## src/hdl/tlas_pkg.sv

```systemverilog
package tlas_pkg;

    // ==========================================================
    // Register pointers
    localparam logic [2:0] PTR_TEMP  = 3'h0;
    localparam logic [2:0] PTR_CFG   = 3'h1;
    localparam logic [2:0] PTR_UPPER = 3'h2;
    localparam logic [2:0] PTR_LOWER = 3'h3;
    localparam logic [2:0] PTR_CSR   = 3'h4;

    // ==========================================================
    // Reset values
    localparam logic [15:0] TEMP_RST  = 16'h7ffc;
    localparam logic [7:0]  CFG_RST   = 8'h40;
    localparam logic [15:0] UPPER_RST = 16'h7fe0;
    localparam logic [15:0] LOWER_RST = 16'h8000;
    localparam logic [7:0]  CSR_RST   = 8'h08;

    // ==========================================================
    // Field positions
    localparam int LIM_MSB          = 15;
    localparam int LIM_LSB          = 5;
    localparam int TEMP_LSB         = 2;
    localparam int CFG_PWR_DOWN     = 7;
    localparam int CFG_RSVD_ONE     = 6;
    localparam int CFG_ALERT_DIS    = 5;
    localparam int CFG_ALERT_POL    = 4;
    localparam int CFG_ALERT_CLR    = 3;
    localparam int CSR_TMO_DIS      = 7;
    localparam int CSR_RES_HI       = 6;
    localparam int CSR_RES_LO       = 5;
    localparam int CSR_ALERT_LVL    = 3;
    localparam int CSR_OVER         = 2;
    localparam int CSR_UNDER        = 1;
    localparam int CSR_DONE         = 0;

    // ==========================================================
    // Host command registers on Wishbone (byte addresses)
    localparam logic [3:0] WB_CMD    = 4'h0;
    localparam logic [3:0] WB_WDATA  = 4'h4;
    localparam logic [3:0] WB_RDATA  = 4'h8;
    localparam logic [3:0] WB_STATUS = 4'hc;
    localparam int CMD_WE_BIT        = 8;
    localparam int STAT_BUSY_BIT     = 0;
    localparam int STAT_DONE_BIT     = 1;

    // ==========================================================
    // Timing
    localparam int CORE_PERIOD_NS = 25;
    localparam int LINK_PERIOD_NS = 200;
    localparam int LINK_HALF_CYC  = LINK_PERIOD_NS / (2 * CORE_PERIOD_NS);
    localparam logic [1:0] LINK_HALF_LAST = 2'(LINK_HALF_CYC - 1);

endpackage

```

## src/hdl/tlas_link_if.sv

```systemverilog
`timescale 1ns/1ps
`default_nettype none

interface tlas_link_if;
    logic        lk_clk;
    logic        lk_req;
    logic        lk_we;
    logic [2:0]  lk_ptr;
    logic [15:0] lk_wdata;
    logic        lk_ack;
    logic [15:0] lk_rdata;

    modport dev (
        input  lk_clk,
        input  lk_req,
        input  lk_we,
        input  lk_ptr,
        input  lk_wdata,
        output lk_ack,
        output lk_rdata
    );

    modport host (
        output lk_clk,
        output lk_req,
        output lk_we,
        output lk_ptr,
        output lk_wdata,
        input  lk_ack,
        input  lk_rdata
    );
endinterface

`default_nettype wire

```

## src/hdl/tlas_device.sv

```systemverilog
// Summary of operation
// - Upper limit at 0x02, reset 0x7fe0
// - Above upper: alert active, over flag set
// - Limit bits 4:0 read zero
// - Lower limit at 0x03, reset 0x8000
// - Below lower: alert inactive, under flag set
// - Control/flags at 0x04, reset 0x08
// - Bit 7 disables bus idle timeouts
// - Bits 6:5 select 11 to 14 bits
// - Control bit 4 reads zero
// - Bit 3 mirrors alert pin level
// - Alert cleared by command, low, sequence
// - Over flag sticky, read clears when safe
// - Under flag sticky, read clears when safe
// - Bit 0 in one-shot mode zero from reset or start until result, else one
// - Host polls done bit after single conversion
// - Continuous mode: done bit always one
// - Host writes zero to status bits
// - Config bit 5 disables alert output
// - Config bit 4 selects alert polarity
// - Config bit 3 clears alert, reads zero
// - Result bits 15:2 stored, bits 15:5 signed, used for compares
`timescale 1ns/1ps
`default_nettype none

module tlas_device (
    // Clock, reset, enable
    input  wire logic        CORE_CLK_I,
    input  wire logic        RESET_I,
    input  wire logic        CLK_EN_I,
    // Link to host
    tlas_link_if.dev         LINK,
    // Converter side
    input  wire logic [15:0] TEMP_RESULT_I,
    input  wire logic        TEMP_VALID_I,
    input  wire logic        CONV_START_I,
    input  wire logic        ONE_SHOT_MODE_I,
    input  wire logic        ALERT_SEQ_DONE_I,
    // Controls and alert
    output logic             ALERT_O,
    output logic             BUS_TIMEOUT_DISABLE_O,
    output logic [1:0]       RESOLUTION_O,
    output logic             POWER_DOWN_O
);

    // ==========================================================
    // State
    typedef struct packed {
        logic [21:0] s1;
        logic [21:0] s2;
        logic        clk_s3;
        logic        link_ack;
        logic [15:0] link_rdata;
        logic [15:0] temp;
        logic [10:0] upper;
        logic [10:0] lower;
        logic [7:4]  cfg;
        logic        tmo_dis;
        logic [1:0]  res;
        logic        alert_act;
        logic        alert_pin;
        logic        over_flag;
        logic        under_flag;
        logic        above;
        logic        below;
        logic        done;
    } tlas_dev_st_t;

    localparam tlas_dev_st_t ST_RST = '{
        s1:         22'h000000,
        s2:         22'h000000,
        clk_s3:     1'b0,
        link_ack:   1'b0,
        link_rdata: 16'h0000,
        temp:       tlas_pkg::TEMP_RST,
        upper:      tlas_pkg::UPPER_RST[15:5],
        lower:      tlas_pkg::LOWER_RST[15:5],
        cfg:        tlas_pkg::CFG_RST[7:4],
        tmo_dis:    tlas_pkg::CSR_RST[7],
        res:        tlas_pkg::CSR_RST[6:5],
        alert_act:  1'b0,
        alert_pin:  tlas_pkg::CSR_RST[3],
        over_flag:  1'b0,
        under_flag: 1'b0,
        above:      1'b0,
        below:      1'b0,
        done:       1'b0
    };

    tlas_dev_st_t q;
    tlas_dev_st_t d;

    // ==========================================================
    // Helpers
    function automatic logic sgt(input logic [10:0] a,
                                 input logic [10:0] b);
        return $signed(a) > $signed(b);
    endfunction

    function automatic logic [15:0] lim_word(input logic [10:0] v);
        return {v, 5'h00};
    endfunction

    // ==========================================================
    // Next state
    logic        lk_clk_s;
    logic        lk_req_s;
    logic        lk_we_s;
    logic [2:0]  lk_ptr_s;
    logic [15:0] lk_wdata_s;
    logic        access;
    logic        csr_read;
    logic        clr_cmd;
    logic        set_over;
    logic        set_under;
    logic [10:0] meas;
    logic        done_rd;

    always_comb begin
        d = q;
        {lk_clk_s, lk_req_s, lk_we_s, lk_ptr_s, lk_wdata_s} = q.s2;
        d.s1 = {LINK.lk_clk, LINK.lk_req, LINK.lk_we, LINK.lk_ptr,
                LINK.lk_wdata};
        d.s2 = q.s1;
        d.clk_s3 = lk_clk_s;
        access = lk_clk_s & ~q.clk_s3 & lk_req_s & ~q.link_ack;
        csr_read = 1'b0;
        clr_cmd = 1'b0;
        done_rd = ONE_SHOT_MODE_I ? q.done : 1'b1;

        // Link access
        if (!lk_req_s) begin
            d.link_ack = 1'b0;
        end
        if (access) begin
            d.link_ack = 1'b1;
            d.link_rdata = 16'h0000;
            case (lk_ptr_s)
                tlas_pkg::PTR_TEMP: begin
                    d.link_rdata = q.temp;
                end
                tlas_pkg::PTR_CFG: begin
                    d.link_rdata = {8'h00, q.cfg, 4'h0};
                    if (lk_we_s) begin
                        d.cfg = lk_wdata_s[7:4];
                        clr_cmd = lk_wdata_s[tlas_pkg::CFG_ALERT_CLR];
                    end
                end
                tlas_pkg::PTR_UPPER: begin
                    d.link_rdata = lim_word(q.upper);
                    if (lk_we_s) begin
                        d.upper = lk_wdata_s[15:5];
                    end
                end
                tlas_pkg::PTR_LOWER: begin
                    d.link_rdata = lim_word(q.lower);
                    if (lk_we_s) begin
                        d.lower = lk_wdata_s[15:5];
                    end
                end
                tlas_pkg::PTR_CSR: begin
                    d.link_rdata = {8'h00, q.tmo_dis, q.res, 1'b0,
                                    q.alert_pin, q.over_flag,
                                    q.under_flag, done_rd};
                    if (lk_we_s) begin
                        d.tmo_dis = lk_wdata_s[tlas_pkg::CSR_TMO_DIS];
                        d.res = lk_wdata_s[6:5];
                    end else begin
                        csr_read = 1'b1;
                    end
                end
                default: begin
                    d.link_rdata = 16'h0000;
                end
            endcase
        end

        // Conversion result and limit compares
        meas = TEMP_RESULT_I[15:5];
        set_over = TEMP_VALID_I & sgt(meas, q.upper);
        set_under = TEMP_VALID_I & sgt(q.lower, meas);
        if (TEMP_VALID_I) begin
            d.temp = {TEMP_RESULT_I[15:2], 2'b00};
            d.above = set_over;
            d.below = set_under;
        end

        // Done flag: set wins over start
        if (CONV_START_I) begin
            d.done = 1'b0;
        end
        if (TEMP_VALID_I) begin
            d.done = 1'b1;
        end

        // Sticky flags, cleared after read data captured
        d.over_flag = (q.over_flag & ~(csr_read & ~q.above))
                      | set_over;
        d.under_flag = (q.under_flag & ~(csr_read & ~q.below))
                       | set_under;

        // Alert state and pin
        if (set_under | clr_cmd | ALERT_SEQ_DONE_I) begin
            d.alert_act = 1'b0;
        end
        if (set_over) begin
            d.alert_act = 1'b1;
        end
        if (d.cfg[tlas_pkg::CFG_ALERT_DIS]) begin
            d.alert_pin = ~d.cfg[tlas_pkg::CFG_ALERT_POL];
        end else begin
            d.alert_pin = d.alert_act ~^ d.cfg[tlas_pkg::CFG_ALERT_POL];
        end
    end

    // ==========================================================
    // Registers
    always_ff @(posedge CORE_CLK_I) begin
        if (RESET_I) begin
            q <= ST_RST;
        end else if (CLK_EN_I) begin
            q <= d;
        end
    end

    // ==========================================================
    // Outputs
    assign LINK.lk_ack = q.link_ack;
    assign LINK.lk_rdata = q.link_rdata;
    assign ALERT_O = q.alert_pin;
    assign BUS_TIMEOUT_DISABLE_O = q.tmo_dis;
    assign RESOLUTION_O = q.res;
    assign POWER_DOWN_O = q.cfg[tlas_pkg::CFG_PWR_DOWN];

endmodule

`default_nettype wire

```

## src/flat_wrapper.sv

```systemverilog
// flat-port wrapper written by rule: the top's interface ports become plain ports
module tlas_device_flat 
  (CORE_CLK_I, RESET_I, CLK_EN_I, TEMP_RESULT_I, TEMP_VALID_I, CONV_START_I, ONE_SHOT_MODE_I, ALERT_SEQ_DONE_I, ALERT_O, BUS_TIMEOUT_DISABLE_O, RESOLUTION_O, POWER_DOWN_O, LINK_lk_clk, LINK_lk_req, LINK_lk_we, LINK_lk_ptr, LINK_lk_wdata, LINK_lk_ack, LINK_lk_rdata);
  tlas_link_if LINK_i ();
  input  wire logic CORE_CLK_I;
  input  wire logic RESET_I;
  input  wire logic CLK_EN_I;
  input  wire logic [15:0] TEMP_RESULT_I;
  input  wire logic TEMP_VALID_I;
  input  wire logic CONV_START_I;
  input  wire logic ONE_SHOT_MODE_I;
  input  wire logic ALERT_SEQ_DONE_I;
  output logic ALERT_O;
  output logic BUS_TIMEOUT_DISABLE_O;
  output logic [1:0] RESOLUTION_O;
  output logic POWER_DOWN_O;
  input wire logic [$bits(LINK_i.lk_clk)-1:0] LINK_lk_clk;
  input wire logic [$bits(LINK_i.lk_req)-1:0] LINK_lk_req;
  input wire logic [$bits(LINK_i.lk_we)-1:0] LINK_lk_we;
  input wire logic [$bits(LINK_i.lk_ptr)-1:0] LINK_lk_ptr;
  input wire logic [$bits(LINK_i.lk_wdata)-1:0] LINK_lk_wdata;
  output wire logic [$bits(LINK_i.lk_ack)-1:0] LINK_lk_ack;
  output wire logic [$bits(LINK_i.lk_rdata)-1:0] LINK_lk_rdata;
  assign LINK_i.lk_clk = LINK_lk_clk;
  assign LINK_i.lk_req = LINK_lk_req;
  assign LINK_i.lk_we = LINK_lk_we;
  assign LINK_i.lk_ptr = LINK_lk_ptr;
  assign LINK_i.lk_wdata = LINK_lk_wdata;
  assign LINK_lk_ack = LINK_i.lk_ack;
  assign LINK_lk_rdata = LINK_i.lk_rdata;
  tlas_device u_core (.CORE_CLK_I(CORE_CLK_I), .RESET_I(RESET_I), .CLK_EN_I(CLK_EN_I), .LINK(LINK_i), .TEMP_RESULT_I(TEMP_RESULT_I), .TEMP_VALID_I(TEMP_VALID_I), .CONV_START_I(CONV_START_I), .ONE_SHOT_MODE_I(ONE_SHOT_MODE_I), .ALERT_SEQ_DONE_I(ALERT_SEQ_DONE_I), .ALERT_O(ALERT_O), .BUS_TIMEOUT_DISABLE_O(BUS_TIMEOUT_DISABLE_O), .RESOLUTION_O(RESOLUTION_O), .POWER_DOWN_O(POWER_DOWN_O));
endmodule
```

## config.mk

```make
export PLATFORM = sky130hd
export DESIGN_NAME = tlas_device_flat
export DESIGN_NICKNAME = d
export VERILOG_FILES = /design/src/hdl/tlas_pkg.sv /design/src/hdl/tlas_link_if.sv /design/src/hdl/tlas_device.sv /design/src/flat_wrapper.sv
export SDC_FILE = /design/constraint.sdc
export NUM_CORES = 1
export LEC_CHECK = 0
export ABC_CLOCK_PERIOD_IN_PS = 2050
export BUFFER_PORTS_ARGS = -buffer_cell sky130_fd_sc_hd__buf_2
export CAP_MARGIN = 15
export CORE_ASPECT_RATIO = 0.7
export CORE_MARGIN = 4
export CORE_UTILIZATION = 50
export DETAILED_ROUTE_END_ITERATION = 12
export PLACE_DENSITY = 0.72
export SETUP_SLACK_MARGIN = 0.5
export SKIP_LAST_GASP = 1
export SLEW_MARGIN = 15
export SYNTH_ARGS = -nofsm -noshare
export SYNTH_HDL_FRONTEND = slang
export SYNTH_SLANG_ARGS = --single-unit
```

## constraint.sdc

```tcl
create_clock -name CORE_CLK_I -period 2.05 [get_ports CORE_CLK_I]
set_clock_uncertainty 0.05 [all_clocks]
set_input_delay 0.3075 -clock CORE_CLK_I [delete_from_list [all_inputs] [get_ports CORE_CLK_I]]
set_output_delay 0.3075 -clock CORE_CLK_I [all_outputs]
set_load 0.01 [all_outputs]
```

== Word level (Yosys, flattened, before mapping) ==
Cells that the tools add are included.

* $lt $le $gt $ge: 2
* Equal/unequal tests: 5
* Multiplexer cells: 20
* Bitwise operators: 21
* Reduce and logical (&&, ||, !) cells: 10

{| class="wikitable"
|+ Operators with widths
! kind !! number
|-
| $pmux 16 s5 || 1
|-
| $gt 11x11->1 || 2
|-
| $mux 17 || 1
|-
| $reduce_and 4->1 || 4
|-
| $mux 1 || 13
|-
| $and 1x1->1 || 9
|-
| $reduce_and 2->1 || 4
|-
| $not 1->1 || 7
|-
| $eq 3x2->1 const B || 2
|-
| $mux 3 || 2
|-
| $mux 5 || 1
|-
| $mux 2 || 2
|-
| $or 1x1->1 || 4
|-
| $eq 3x1->1 const B || 1
|-
| $eq 3x3->1 const B || 1
|-
| $logic_not 3->1 || 1
|-
| $ne 2x2->1 const B || 1
|-
| $reduce_bool 2->1 || 1
|-
| $xnor 1x1->1 || 1
|}

* Bits in registers: 112
* Input port bits: 45
* Word-level logic and storage cells: 77

== Depth between registers and ports, before layout ==
Gate-level depths: netlist (run 1).

* Depth in word-level cells: 11
* Depth in mapped cells: 8

== Worst setup path before layout (run 1) ==
OpenSTA, ideal clock, no wires.

* Path type: register to register
* Start: register u_core.q[35] (netlist name)
* End: register u_core.q (netlist bit u_core.ALERT_O)
* Setup time: 0.132 ns
* Arrival time: 1.747 ns
* Path slack: 0.121 ns
* Stages on the path, launching flop included: 8
* Period minus slack after synthesis: 1.929 ns
* Cell sequence: dfxtp_1 -> inv_1 -> ha_1 -> or3b_1 -> a221o_1 -> o2111a_1 -> a41oi_1 -> o211ai_1

* Word-level cells in the longest chain between the ends: 5

{| class="wikitable"
|+ Ends and longest elaborated chain
! what !! line !! RTL
|-
| from (decl) || tlas_device.sv:90 || <nowiki>tlas_dev_st_t q;</nowiki>
|-
| from (signal assigned) || tlas_device.sv:220 || <nowiki>q <= ST_RST;</nowiki>
|-
| from (signal assigned) || tlas_device.sv:222 || <nowiki>q <= d;</nowiki>
|-
| $gt 11x11->1 || tlas_device.sv:97 || <nowiki>return $signed(a) > $signed(b);</nowiki>
|-
| $and 1x1->1 || tlas_device.sv:180 || <nowiki>set_over = TEMP_VALID_I & sgt(meas, q.upper);</nowiki>
|-
| $mux 1 || tlas_device.sv:206 || <nowiki>if (set_over) begin</nowiki>
|-
| $xnor 1x1->1 || tlas_device.sv:212 || <nowiki>d.alert_pin = d.alert_act ~^ d.cfg[tlas_pkg::CFG_ALERT_POL];</nowiki>
|-
| $mux 1 || tlas_device.sv:209 || <nowiki>if (d.cfg[tlas_pkg::CFG_ALERT_DIS]) begin</nowiki>
|}

Every way passes these cells.
A chain may end at the register's enable or synchronous reset.

== Final worst setup path (run 1) ==
Ends and elaborated chain as after synthesis.

==> metrics, run 1 <==
final slew viol count 0; PnR worst setup slack 74.5 ps; class of the tightest hold or removal check in -> reg; hold path start LINK_lk_wdata[5]; overall die area around 11000 sq um; Mapped Cells roughly 540; cts-stage hold buffer count 0; clock buffer depth 2; share of layout cells above drive strength 1 0.301; CP cell instances inv_2, ha_4, or3b_1, a221o_1, o2111a_2, nand4b_1, o211ai_1; wire length reported by the detailed router approximately 13 mm; DRC violations left 0; capturing element type of the critical path register; Top Ports 67; final weighted congestion of routability-driven global placement ~0.85; final core occ 0.674; cell area after placement approximately 5300 sq um; clock tree from TritonCTS built; status finished, final reports clean; initial antenna violation count 0; netlist area before placement around 4900 sq um; H-tree level count 3; root buf cell sky130_fd_sc_hd__clkbuf_16; Critical Path Source Type register; total grt overflow 0; start point of the critical path u_core.q[35]; Max-slew headroom 0.715; Power Dens Cells ~730 nW/um^2; clock net sink count around 110; number of standard cells in the layout, taps in and fillers out roughly 740; number of fillers in the final layout approximately 740; clock latency of the later-clocked register in the worst-skew pair around 350 ps; multi-input combinational cell area between 2000 and 3000 sq um; vias in the first global route 3871; overall power of the completed layout about 4.6 mW; signal arrival time at the worst endpoint approximately 2200 ps; maximum vdd ir drop between 500 and 600 uV; post-synth net total 604; HPWL after DPL roughly 8.4 mm; total clock buffers created by CTS 9; Max Fanout on Critical Path 3; number of warnings reported in the yosys synthesis log 0; max-capacitance violation count 0; number of DRC violations after detailed-routing iteration 0 around 390; worst hold-check slack ~140 ps; number of synthesized flops with an enable pin 0; Worst path max stage delay between 300 and 400 ps; largest net degree at the start of global routing 70; first-pass GRT wire length 20.0 mm; via total after detailed routing a little over 4000; post-place setup slack -52.1 ps; Clk pin slew, worst setup/hold paths ~70 ps; P&R area growth vs syn 28.6%; Die Wd roughly 130 microns; count of distinct cell types in the synthesized netlist 48; Port-buffer cells 61; critical path type reg -> reg; average size of a mapped cell approximately 9.1 sq um; average wire length per cell after detail routing about 18 microns; Top FF cell, synth sky130_fd_sc_hd__dfxtp_1; average vias per placed instance roughly 5.6; area used by sequential logic in the layout 2140 sq um; core region area 9290 sq um; number of antenna diodes 0; slew at the pin closest to its max-slew limit ~410 ps; overall global routing resource usage 0.217; register area share after synthesis 0.436; endpoints failing setup 0; CP bufs+invs 1; Final ANT Viol Nets 0; part of the cycle the worst path needs 0.964; ys async rst share 0; leakage power summed over all cells ~3 nW; number of detailed-route iterations in the first pass 5; Reg2Reg Launch Point u_core.q[35]; die extent in y 90.6 microns; Crit-path slowest cell sky130_fd_sc_hd__or3b_1; total instance count after detailed placement a little under 700; num rows 29; number of hold-slack violations in the final timing report 0; Final min period roughly 2000 ps; post-route cell area around 6300 sq um; required time of the critical path roughly 2300 ps; Final Net Count a little under 700; total negative slack for setup checks 0 ps; starting utilization of the core area 0.524; crit-path leading delay family compound AO/OA/AOI/OAI gates; RSZ-0062 raised after global routing true; flip-flop and latch count after synthesis 106; maximum clock rate around 500 MHz
## state kept, by name (all words and copies together), names as in the netlist
signal                        count
u_core.LINK.lk_rdata             16
u_core.POWER_DOWN_O               1
u_core.lk_ptr_s                   3
u_core.d                         20
u_core.q                         46
u_core.ALERT_O                    1
u_core.lk_we_s                    1
u_core.lk_wdata_s                13
u_core.BUS_TIMEOUT_DISABLE_O      1
u_core.LINK.lk_ack                1
u_core.RESOLUTION_O               2
u_core.lk_req_s                   1
## what timing repair did
item,4_1_cts,5_1_grt
cloned,3,2
setup buffers,7,11
pin swaps,3,20
endpoints found under the setup margin,43,44
resized for setup,33,45
## cells in the final DEF, fill, tap and decap left out, types with 3 or more instances in the layout
cell                         n
sky130_fd_sc_hd__a21oi_2     3
sky130_fd_sc_hd__dfxtp_2    10
sky130_fd_sc_hd__clkbuf_16  11
sky130_fd_sc_hd__nor2_1     80
sky130_fd_sc_hd__and3_1      3
sky130_fd_sc_hd__nand4_1     3
sky130_fd_sc_hd__dfxtp_1    94
sky130_fd_sc_hd__nand2_1    40
sky130_fd_sc_hd__nand2_2    10
sky130_fd_sc_hd__a22oi_1     9
sky130_fd_sc_hd__nand3b_1   10
sky130_fd_sc_hd__buf_4      25
sky130_fd_sc_hd__a211o_1    15
sky130_fd_sc_hd__buf_6      10
sky130_fd_sc_hd__ha_1       17
sky130_fd_sc_hd__nor3_2      3
sky130_fd_sc_hd__inv_1      27
sky130_fd_sc_hd__o21ai_1    13
sky130_fd_sc_hd__mux2i_1    66
sky130_fd_sc_hd__a221oi_2    3
sky130_fd_sc_hd__buf_2      61
sky130_fd_sc_hd__ha_4        5
sky130_fd_sc_hd__nand3_1     6
sky130_fd_sc_hd__o21ai_0     3
sky130_fd_sc_hd__buf_12      7
sky130_fd_sc_hd__nor4_4      3
sky130_fd_sc_hd__bufinv_16   3
sky130_fd_sc_hd__a21oi_1    19
## kinds of logic (layout without fill, tap and decap cells)
group / count (synthesis) / count (layout) / share of synthesized area
flip-flops: 106 / 106 / 0.436
multiplexers: 70 / 70 / 0.150
AO/OA/AOI/OAI: 79 / 79 / 0.109
adder cells (fa/ha/maj): 22 / 22 / 0.0565
buffers and inverters: 78 / 152 / 0.0781
AND/OR/NAND/NOR: 182 / 182 / 0.170
## cells in the mapped netlist, types with 4 or more instances
| cell type | number | area (sq um) |
|---|---|---|
| sky130_fd_sc_hd__a211o_1 | 15 | 131 |
| sky130_fd_sc_hd__a22oi_1 | 9 | 67.6 |
| sky130_fd_sc_hd__inv_1 | 28 | 105 |
| sky130_fd_sc_hd__mux2i_1 | 66 | 661 |
| sky130_fd_sc_hd__nor3_1 | 5 | 25.0 |
| sky130_fd_sc_hd__and3_1 | 4 | 25.0 |
| sky130_fd_sc_hd__buf_4 | 18 | 135 |
| sky130_fd_sc_hd__nand3b_1 | 10 | 75.1 |
| sky130_fd_sc_hd__dfxtp_1 | 106 | 2120 |
| sky130_fd_sc_hd__nor2_1 | 83 | 312 |
| sky130_fd_sc_hd__clkbuf_1 | 21 | 78.8 |
| sky130_fd_sc_hd__nand3_1 | 8 | 40.0 |
| sky130_fd_sc_hd__buf_2 | 10 | 50.1 |
| sky130_fd_sc_hd__o21ai_0 | 4 | 20.0 |
| sky130_fd_sc_hd__o21ai_1 | 12 | 60.1 |
| sky130_fd_sc_hd__ha_1 | 22 | 275 |
| sky130_fd_sc_hd__nand2_1 | 50 | 188 |
| sky130_fd_sc_hd__a21oi_1 | 22 | 110 |
## per-layer routing
metal  routed length, microns  track usage  up-vias  share of wire
li1                         -            -     1992              -
met5                        0            0        -              0
met3                     1020       0.0561       21          0.077
met1                     6110        0.312     1961           0.46
met2                     5920        0.325      172           0.45
met4                      201       0.0536        0          0.015
## worst paths after layout
check / endpoint / slack [ps] / cells after the start
worst max register to register: u_core.ALERT_O / 70 / 7
worst min register to register: u_core.LINK.lk_rdata[0] / 400 / 2
worst max-delay path: u_core.ALERT_O / 70 / 7
worst min-delay path: u_core.d[75] / 140 / 3
## cell type report
cell class              instances  share of cell area
well taps                     124              0.0248
clock inverters                 7              0.0200
multi-input cells             353               0.421
flip-flops and latches        106               0.342
clock buffers                   9              0.0360
inverters                      28              0.0168
repair buffers                108               0.140
## power by group
part | total, mW | switching [mW] | internal [mW]
registers | 2.17 | 0.0470 | 2.12
logic | 0.395 | 0.213 | 0.182
clock network | 2.01 | 0.804 | 1.21
## worst register-to-register path: cells and delay by family (launching register included)
family / cells / cell delay, ps
adders and majority gates: 1 / 260
buffers and inverters: 1 / 40
AOI/OAI and AO/OA: 3 / 660
DFF: 1 / 340
and+or+nand+nor: 2 / 550
No activity file was read; power rests on OpenSTA's default activity.
==> run 2, diff against run 1 <==
--- a/config.mk
+++ b/config.mk
@@ -6,13 +6,14 @@
 export NUM_CORES = 1
 export LEC_CHECK = 0
 export ABC_CLOCK_PERIOD_IN_PS = 2050
-export BUFFER_PORTS_ARGS = -buffer_cell sky130_fd_sc_hd__buf_2
 export CAP_MARGIN = 15
 export CORE_ASPECT_RATIO = 0.7
 export CORE_MARGIN = 4
-export CORE_UTILIZATION = 50
+export CORE_UTILIZATION = 40
+export CTS_CLUSTER_SIZE = 20
 export DETAILED_ROUTE_END_ITERATION = 12
-export PLACE_DENSITY = 0.72
+export DONT_BUFFER_PORTS = 1
+export PLACE_DENSITY = 0.54
 export SETUP_SLACK_MARGIN = 0.5
 export SKIP_LAST_GASP = 1
 export SLEW_MARGIN = 15
==> metrics, run 2 (synthesis gave the netlist of run 1 again) <==
P&R area growth vs syn 29.7%; most common cell after layout, fill and taps aside sky130_fd_sc_hd__dfxtp_1; final core occ 0.535; DRC violations left 0; Clk pin slew, worst setup/hold paths approximately 70 ps; share of layout cells above drive strength 1 0.242; post-place setup slack about 19 ps; clock net sink count around 110; Final ANT Viol Nets 0; largest net degree at the start of global routing 56; RSZ-0062 raised after global routing true; Max-slew headroom 0.754; overall global routing resource usage 0.189; Die Wd around 140 microns; clock latency of the later-clocked register in the worst-skew pair approximately 350 ps; total negative slack for setup checks 0 ps; number of detailed-route iterations in the first pass 5; critical path type reg -> reg; first-pass GRT wire length 20.8 mm; Power Dens Cells about 670 nW/um^2; number of DRC violations after detailed-routing iteration 0 approximately 300; via total after detailed routing 4033; Biggest register u_core.q; status finished, final reports clean; clock tree from TritonCTS built; signal arrival time at the worst endpoint ~2100 ps; total clock buffers created by CTS 9; maximum vdd ir drop 370 uV; Final Net Count about 640; endpoints failing setup 0; number of hold-slack violations in the final timing report 0; HPWL after DPL 8.42 mm; most frequent cells in the layout sky130_fd_sc_hd__dfxtp_1, sky130_fd_sc_hd__nor2_1, sky130_fd_sc_hd__mux2i_1; clock buffer depth 2; Final min period slightly below 2000 ps; maximum clock rate just over 500 MHz; Critical Path Source Type register; overall die area about 14000 sq um; num rows 33; total grt overflow 0; class of the tightest hold or removal check in -> reg; worst hold-check slack approximately 36 ps; number of antenna diodes 0; core region area ~12000 sq um; final slew viol count 0; average wire length per cell after detail routing about 19 microns; average vias per placed instance approximately 5.5; overall power of the completed layout roughly 4.2 mW; required time of the critical path around 2200 ps; Top Ports 67; capturing element type of the critical path register; final weighted congestion of routability-driven global placement ~0.9; max FFs per register 46; max-capacitance violation count 0; H-tree level count 3; part of the cycle the worst path needs 0.955; leakage power summed over all cells about 2.8 nW; wire length reported by the detailed router ~14 mm; Max Fanout on Critical Path 3; initial antenna violation count 0; PnR worst setup slack about 93 ps; vias in the first global route 3777; starting utilization of the core area 0.412; root buf cell sky130_fd_sc_hd__clkbuf_16; die extent in y 100 microns; number of fillers in the final layout between 1000 and 1500; slew at the pin closest to its max-slew limit approximately 360 ps; Port-buffer cells 0
-- run 2: cell count changes in the layout (fill, tap and decap cells not counted), sizes merged --
cell,before,now
buf,104,48
bufbuf,2,0
bufinv,3,1
clkbuf,11,15
clkinvlp,2,1
dlygate4sd3,0,29
inv,30,29
-- run 2: what timing repair did --
action / in CTS / in global routing
resized for setup: 53 / 56
hold buffers: 29 / 1
endpoints found under the hold margin: 80 / 1
cloned: 2 / 3
pin swaps: 25 / 32
setup buffers: 14 / 14
setup endpoints to repair: 43 / 48
-- run 2: critical path, cell delays in order, from the launching register on --
cell and delay [ps]:
sky130_fd_sc_hd__dfxtp_2 340, sky130_fd_sc_hd__inv_2 40, sky130_fd_sc_hd__ha_4 260, sky130_fd_sc_hd__or3b_1 340, sky130_fd_sc_hd__a221o_1 270, sky130_fd_sc_hd__o2111a_2 290
sky130_fd_sc_hd__a41oi_2 140, sky130_fd_sc_hd__o211ai_1 110
-- run 2: cell type report --
cell class | instances | area, sq um | area share
clock buffer | 13 | 250 | 0.0396
tap | 157 | 196 | 0.0311
timing repair buffer | 79 | 857 | 0.136
multi-input combinational | 353 | 2710 | 0.429
inverter | 28 | 105 | 0.0166
clock inverter | 3 | 46.3 | 0.00733
sequential | 106 | 2150 | 0.341
-- run 2: per-stage QoR --
stage | instance area, sq um | std cells
floorplan | 4940 | 537
global placement | 4970 | 660
detailed placement | 4970 | 660
CTS | 5900 | 721
global route | 6320 | 739
finish | 6320 | 739
-- run 2: final timing paths --
check	start	endpoint	slack, ps	cells past startpoint
setup reg to reg	u_core.q[35]	u_core.ALERT_O	90	7
setup / recovery	u_core.q[35]	u_core.ALERT_O	90	7
hold reg to reg	u_core.q[2]	u_core.q[2]	400	2
hold / removal	RESET_I	u_core.q[12]	40	1
-- run 2: metal layers --
metal / part of all wire / vias to the layer above / global-route usage / routed length (microns)
met4: 0.011 / 0 / 0.0491 / 155
met1: 0.49 / 1991 / 0.275 / 6770
li1: - / 1923 / - / -
met2: 0.44 / 108 / 0.279 / 6030
met5: 0 / - / 0 / 0
met3: 0.058 / 11 / 0.0486 / 801
-- run 2: power breakdown --
| part | switching [mW] | total, mW | leakage (nW) | internal [mW] |
|---|---|---|---|---|
| Clock | 0.760 | 1.75 | 0.140 | 0.988 |
| Combinational | 0.158 | 0.333 | 1.82 | 0.175 |
| Sequential | 0.0466 | 2.16 | 0.865 | 2.12 |
==> run 3, diff against run 2 <==
--- a/config.mk
+++ b/config.mk
@@ -13,6 +13,7 @@
 export CTS_CLUSTER_SIZE = 20
 export DETAILED_ROUTE_END_ITERATION = 12
 export DONT_BUFFER_PORTS = 1
+export MAX_ROUTING_LAYER = met4
 export PLACE_DENSITY = 0.54
 export SETUP_SLACK_MARGIN = 0.5
 export SKIP_LAST_GASP = 1
==> metrics, run 3 (synthesis gave the netlist of run 1 again) <==
status finished, final reports clean; Final ANT Viol Nets 0; clock latency of the later-clocked register in the worst-skew pair around 350 ps; final core occ 0.530; hold path start RESET_I; clock buffer depth 2; total grt overflow 0; leakage power summed over all cells 2.81 nW; via total after detailed routing about 4000; number of hold-slack violations in the final timing report 0; first-pass GRT wire length 20.8 mm; slew at the pin closest to its max-slew limit roughly 350 ps; final weighted congestion of routability-driven global placement 0.914; Hold Crit Endpoint u_core.q[41]; RSZ-0062 raised after global routing true; total instance count after detailed placement 660; most frequent cells in the layout sky130_fd_sc_hd__dfxtp_1, sky130_fd_sc_hd__nor2_1, sky130_fd_sc_hd__mux2i_1; Clk pin slew, worst setup/hold paths 70 ps; required time of the critical path 2220 ps; maximum clock rate between 500 and 600 MHz; average vias per placed instance approximately 5.5; P&R area growth vs syn 28.5%; Biggest register u_core.q; signal arrival time at the worst endpoint ~2100 ps; FF-to-FF setup slack between 80 and 90 ps; overall power of the completed layout 4.25 mW; number of detailed-route iterations in the first pass 4; max-capacitance violation count 0; Final min period 1970 ps; number of standard cells in the layout, taps in and fillers out roughly 740; average wire length per cell after detail routing between 15 and 20 microns; total negative slack for setup checks 0 ps; HPWL after DPL 8.42 mm; vias in the first global route approximately 3800; number of antenna diodes 0; max FFs per register 46; Max-slew headroom 0.758; part of the cycle the worst path needs 0.959; DRC violations left 0; clock net sink count 106; maximum vdd ir drop between 300 and 400 uV; num rows 33; critical path type reg -> reg; starting utilization of the core area 0.412; worst flop-to-flop path endpoint u_core.ALERT_O; overall global routing resource usage 0.195; endpoints failing setup 0; class of the tightest hold or removal check in -> reg; clock tree from TritonCTS built; Port-buffer cells 0; capturing element type of the critical path register; H-tree level count 3; root buf cell sky130_fd_sc_hd__clkbuf_16; Top Ports 67; final slew viol count 0; Max Fanout on Critical Path 3; Reg2Reg Launch Point u_core.q[35]; Final Net Count between 600 and 700; Hold Path Cell Cnt 1; overall die area ~14000 sq um; Register-to-Register Path Depth 7; total clock buffers created by CTS 9; most common cell after layout, fill and taps aside sky130_fd_sc_hd__dfxtp_1; wire length reported by the detailed router 13.8 mm; Power Dens Cells 679 nW/um^2; number of DRC violations after detailed-routing iteration 0 324; initial antenna violation count 0; core region area between 10000 and 15000 sq um; Die Wd ~140 microns; share of layout cells above drive strength 1 0.242; largest net degree at the start of global routing 56; Critical Path Source Type register; die extent in y around 100 microns
-- run 3: cell type report --
type | instances | area [sq um]
fill | 1070 | 5550
multi-input combinational | 353 | 2690
sequential | 106 | 2150
timing repair buffer | 76 | 812
clock buffer | 13 | 250
tap | 157 | 196
inverter | 28 | 105
clock inverter | 3 | 46.3
-- run 3: critical path, cell delays in order, from the launching register on --
cell	delay [ps]
sky130_fd_sc_hd__dfxtp_2	340
sky130_fd_sc_hd__inv_2	40
sky130_fd_sc_hd__ha_4	260
sky130_fd_sc_hd__or3b_1	340
sky130_fd_sc_hd__a221o_1	270
sky130_fd_sc_hd__o2111a_2	290
sky130_fd_sc_hd__a41oi_2	150
sky130_fd_sc_hd__o211ai_1	110
-- run 3: report_power, final --
group / switching [mW] / total (mW) / internal (mW)
combinational: 0.156 / 0.328 / 0.173
sequential: 0.0465 / 2.16 / 2.12
clock: 0.766 / 1.75 / 0.988
-- run 3: how the worst max path moves through the flow --
stage	startpoint	to	cells after the start
2_1_floorplan	u_core.q[35]	u_core.ALERT_O	7
3_3_place_gp	u_core.q[27]	u_core.ALERT_O	8
3_5_place_dp	u_core.q[27]	u_core.ALERT_O	8
4_1_cts	u_core.q[35]	u_core.ALERT_O	7
5_1_grt	u_core.q[35]	u_core.ALERT_O	7
6_report	u_core.q[35]	u_core.ALERT_O	7
-- run 3: metrics by stage --
step	worst slack, ps	hold WS, ps	instance area [sq um]
final	83.4	17.2	6260
after global routing	11.7	2.21	6260
after CTS	88.5	0.462	5900
after detailed placement	18.6	332	4970
after global placement	60.9	335	4970
after floorplan	164	380	4940
-- run 3: per-layer routing --
layer | global-route usage | routed length, microns | vias up
li1 | - | - | 1924
met1 | 0.277 | 6600 | 1971
met2 | 0.279 | 5970 | 119
met4 | 0.0491 | 161 | 0
met3 | 0.0471 | 1040 | 11
met5 | - | 0 | -
-- run 3: repair_timing --
| action | in CTS | in global routing |
|---|---|---|
| hold buffers | 29 | 0 |
| setup endpoints to repair | 43 | 48 |
| gates resized for setup | 53 | 55 |
| gates cloned | 2 | 3 |
| endpoints found under the hold margin | 80 | 0 |
| pin swaps | 25 | 26 |
| buffers inserted | 14 | 12 |
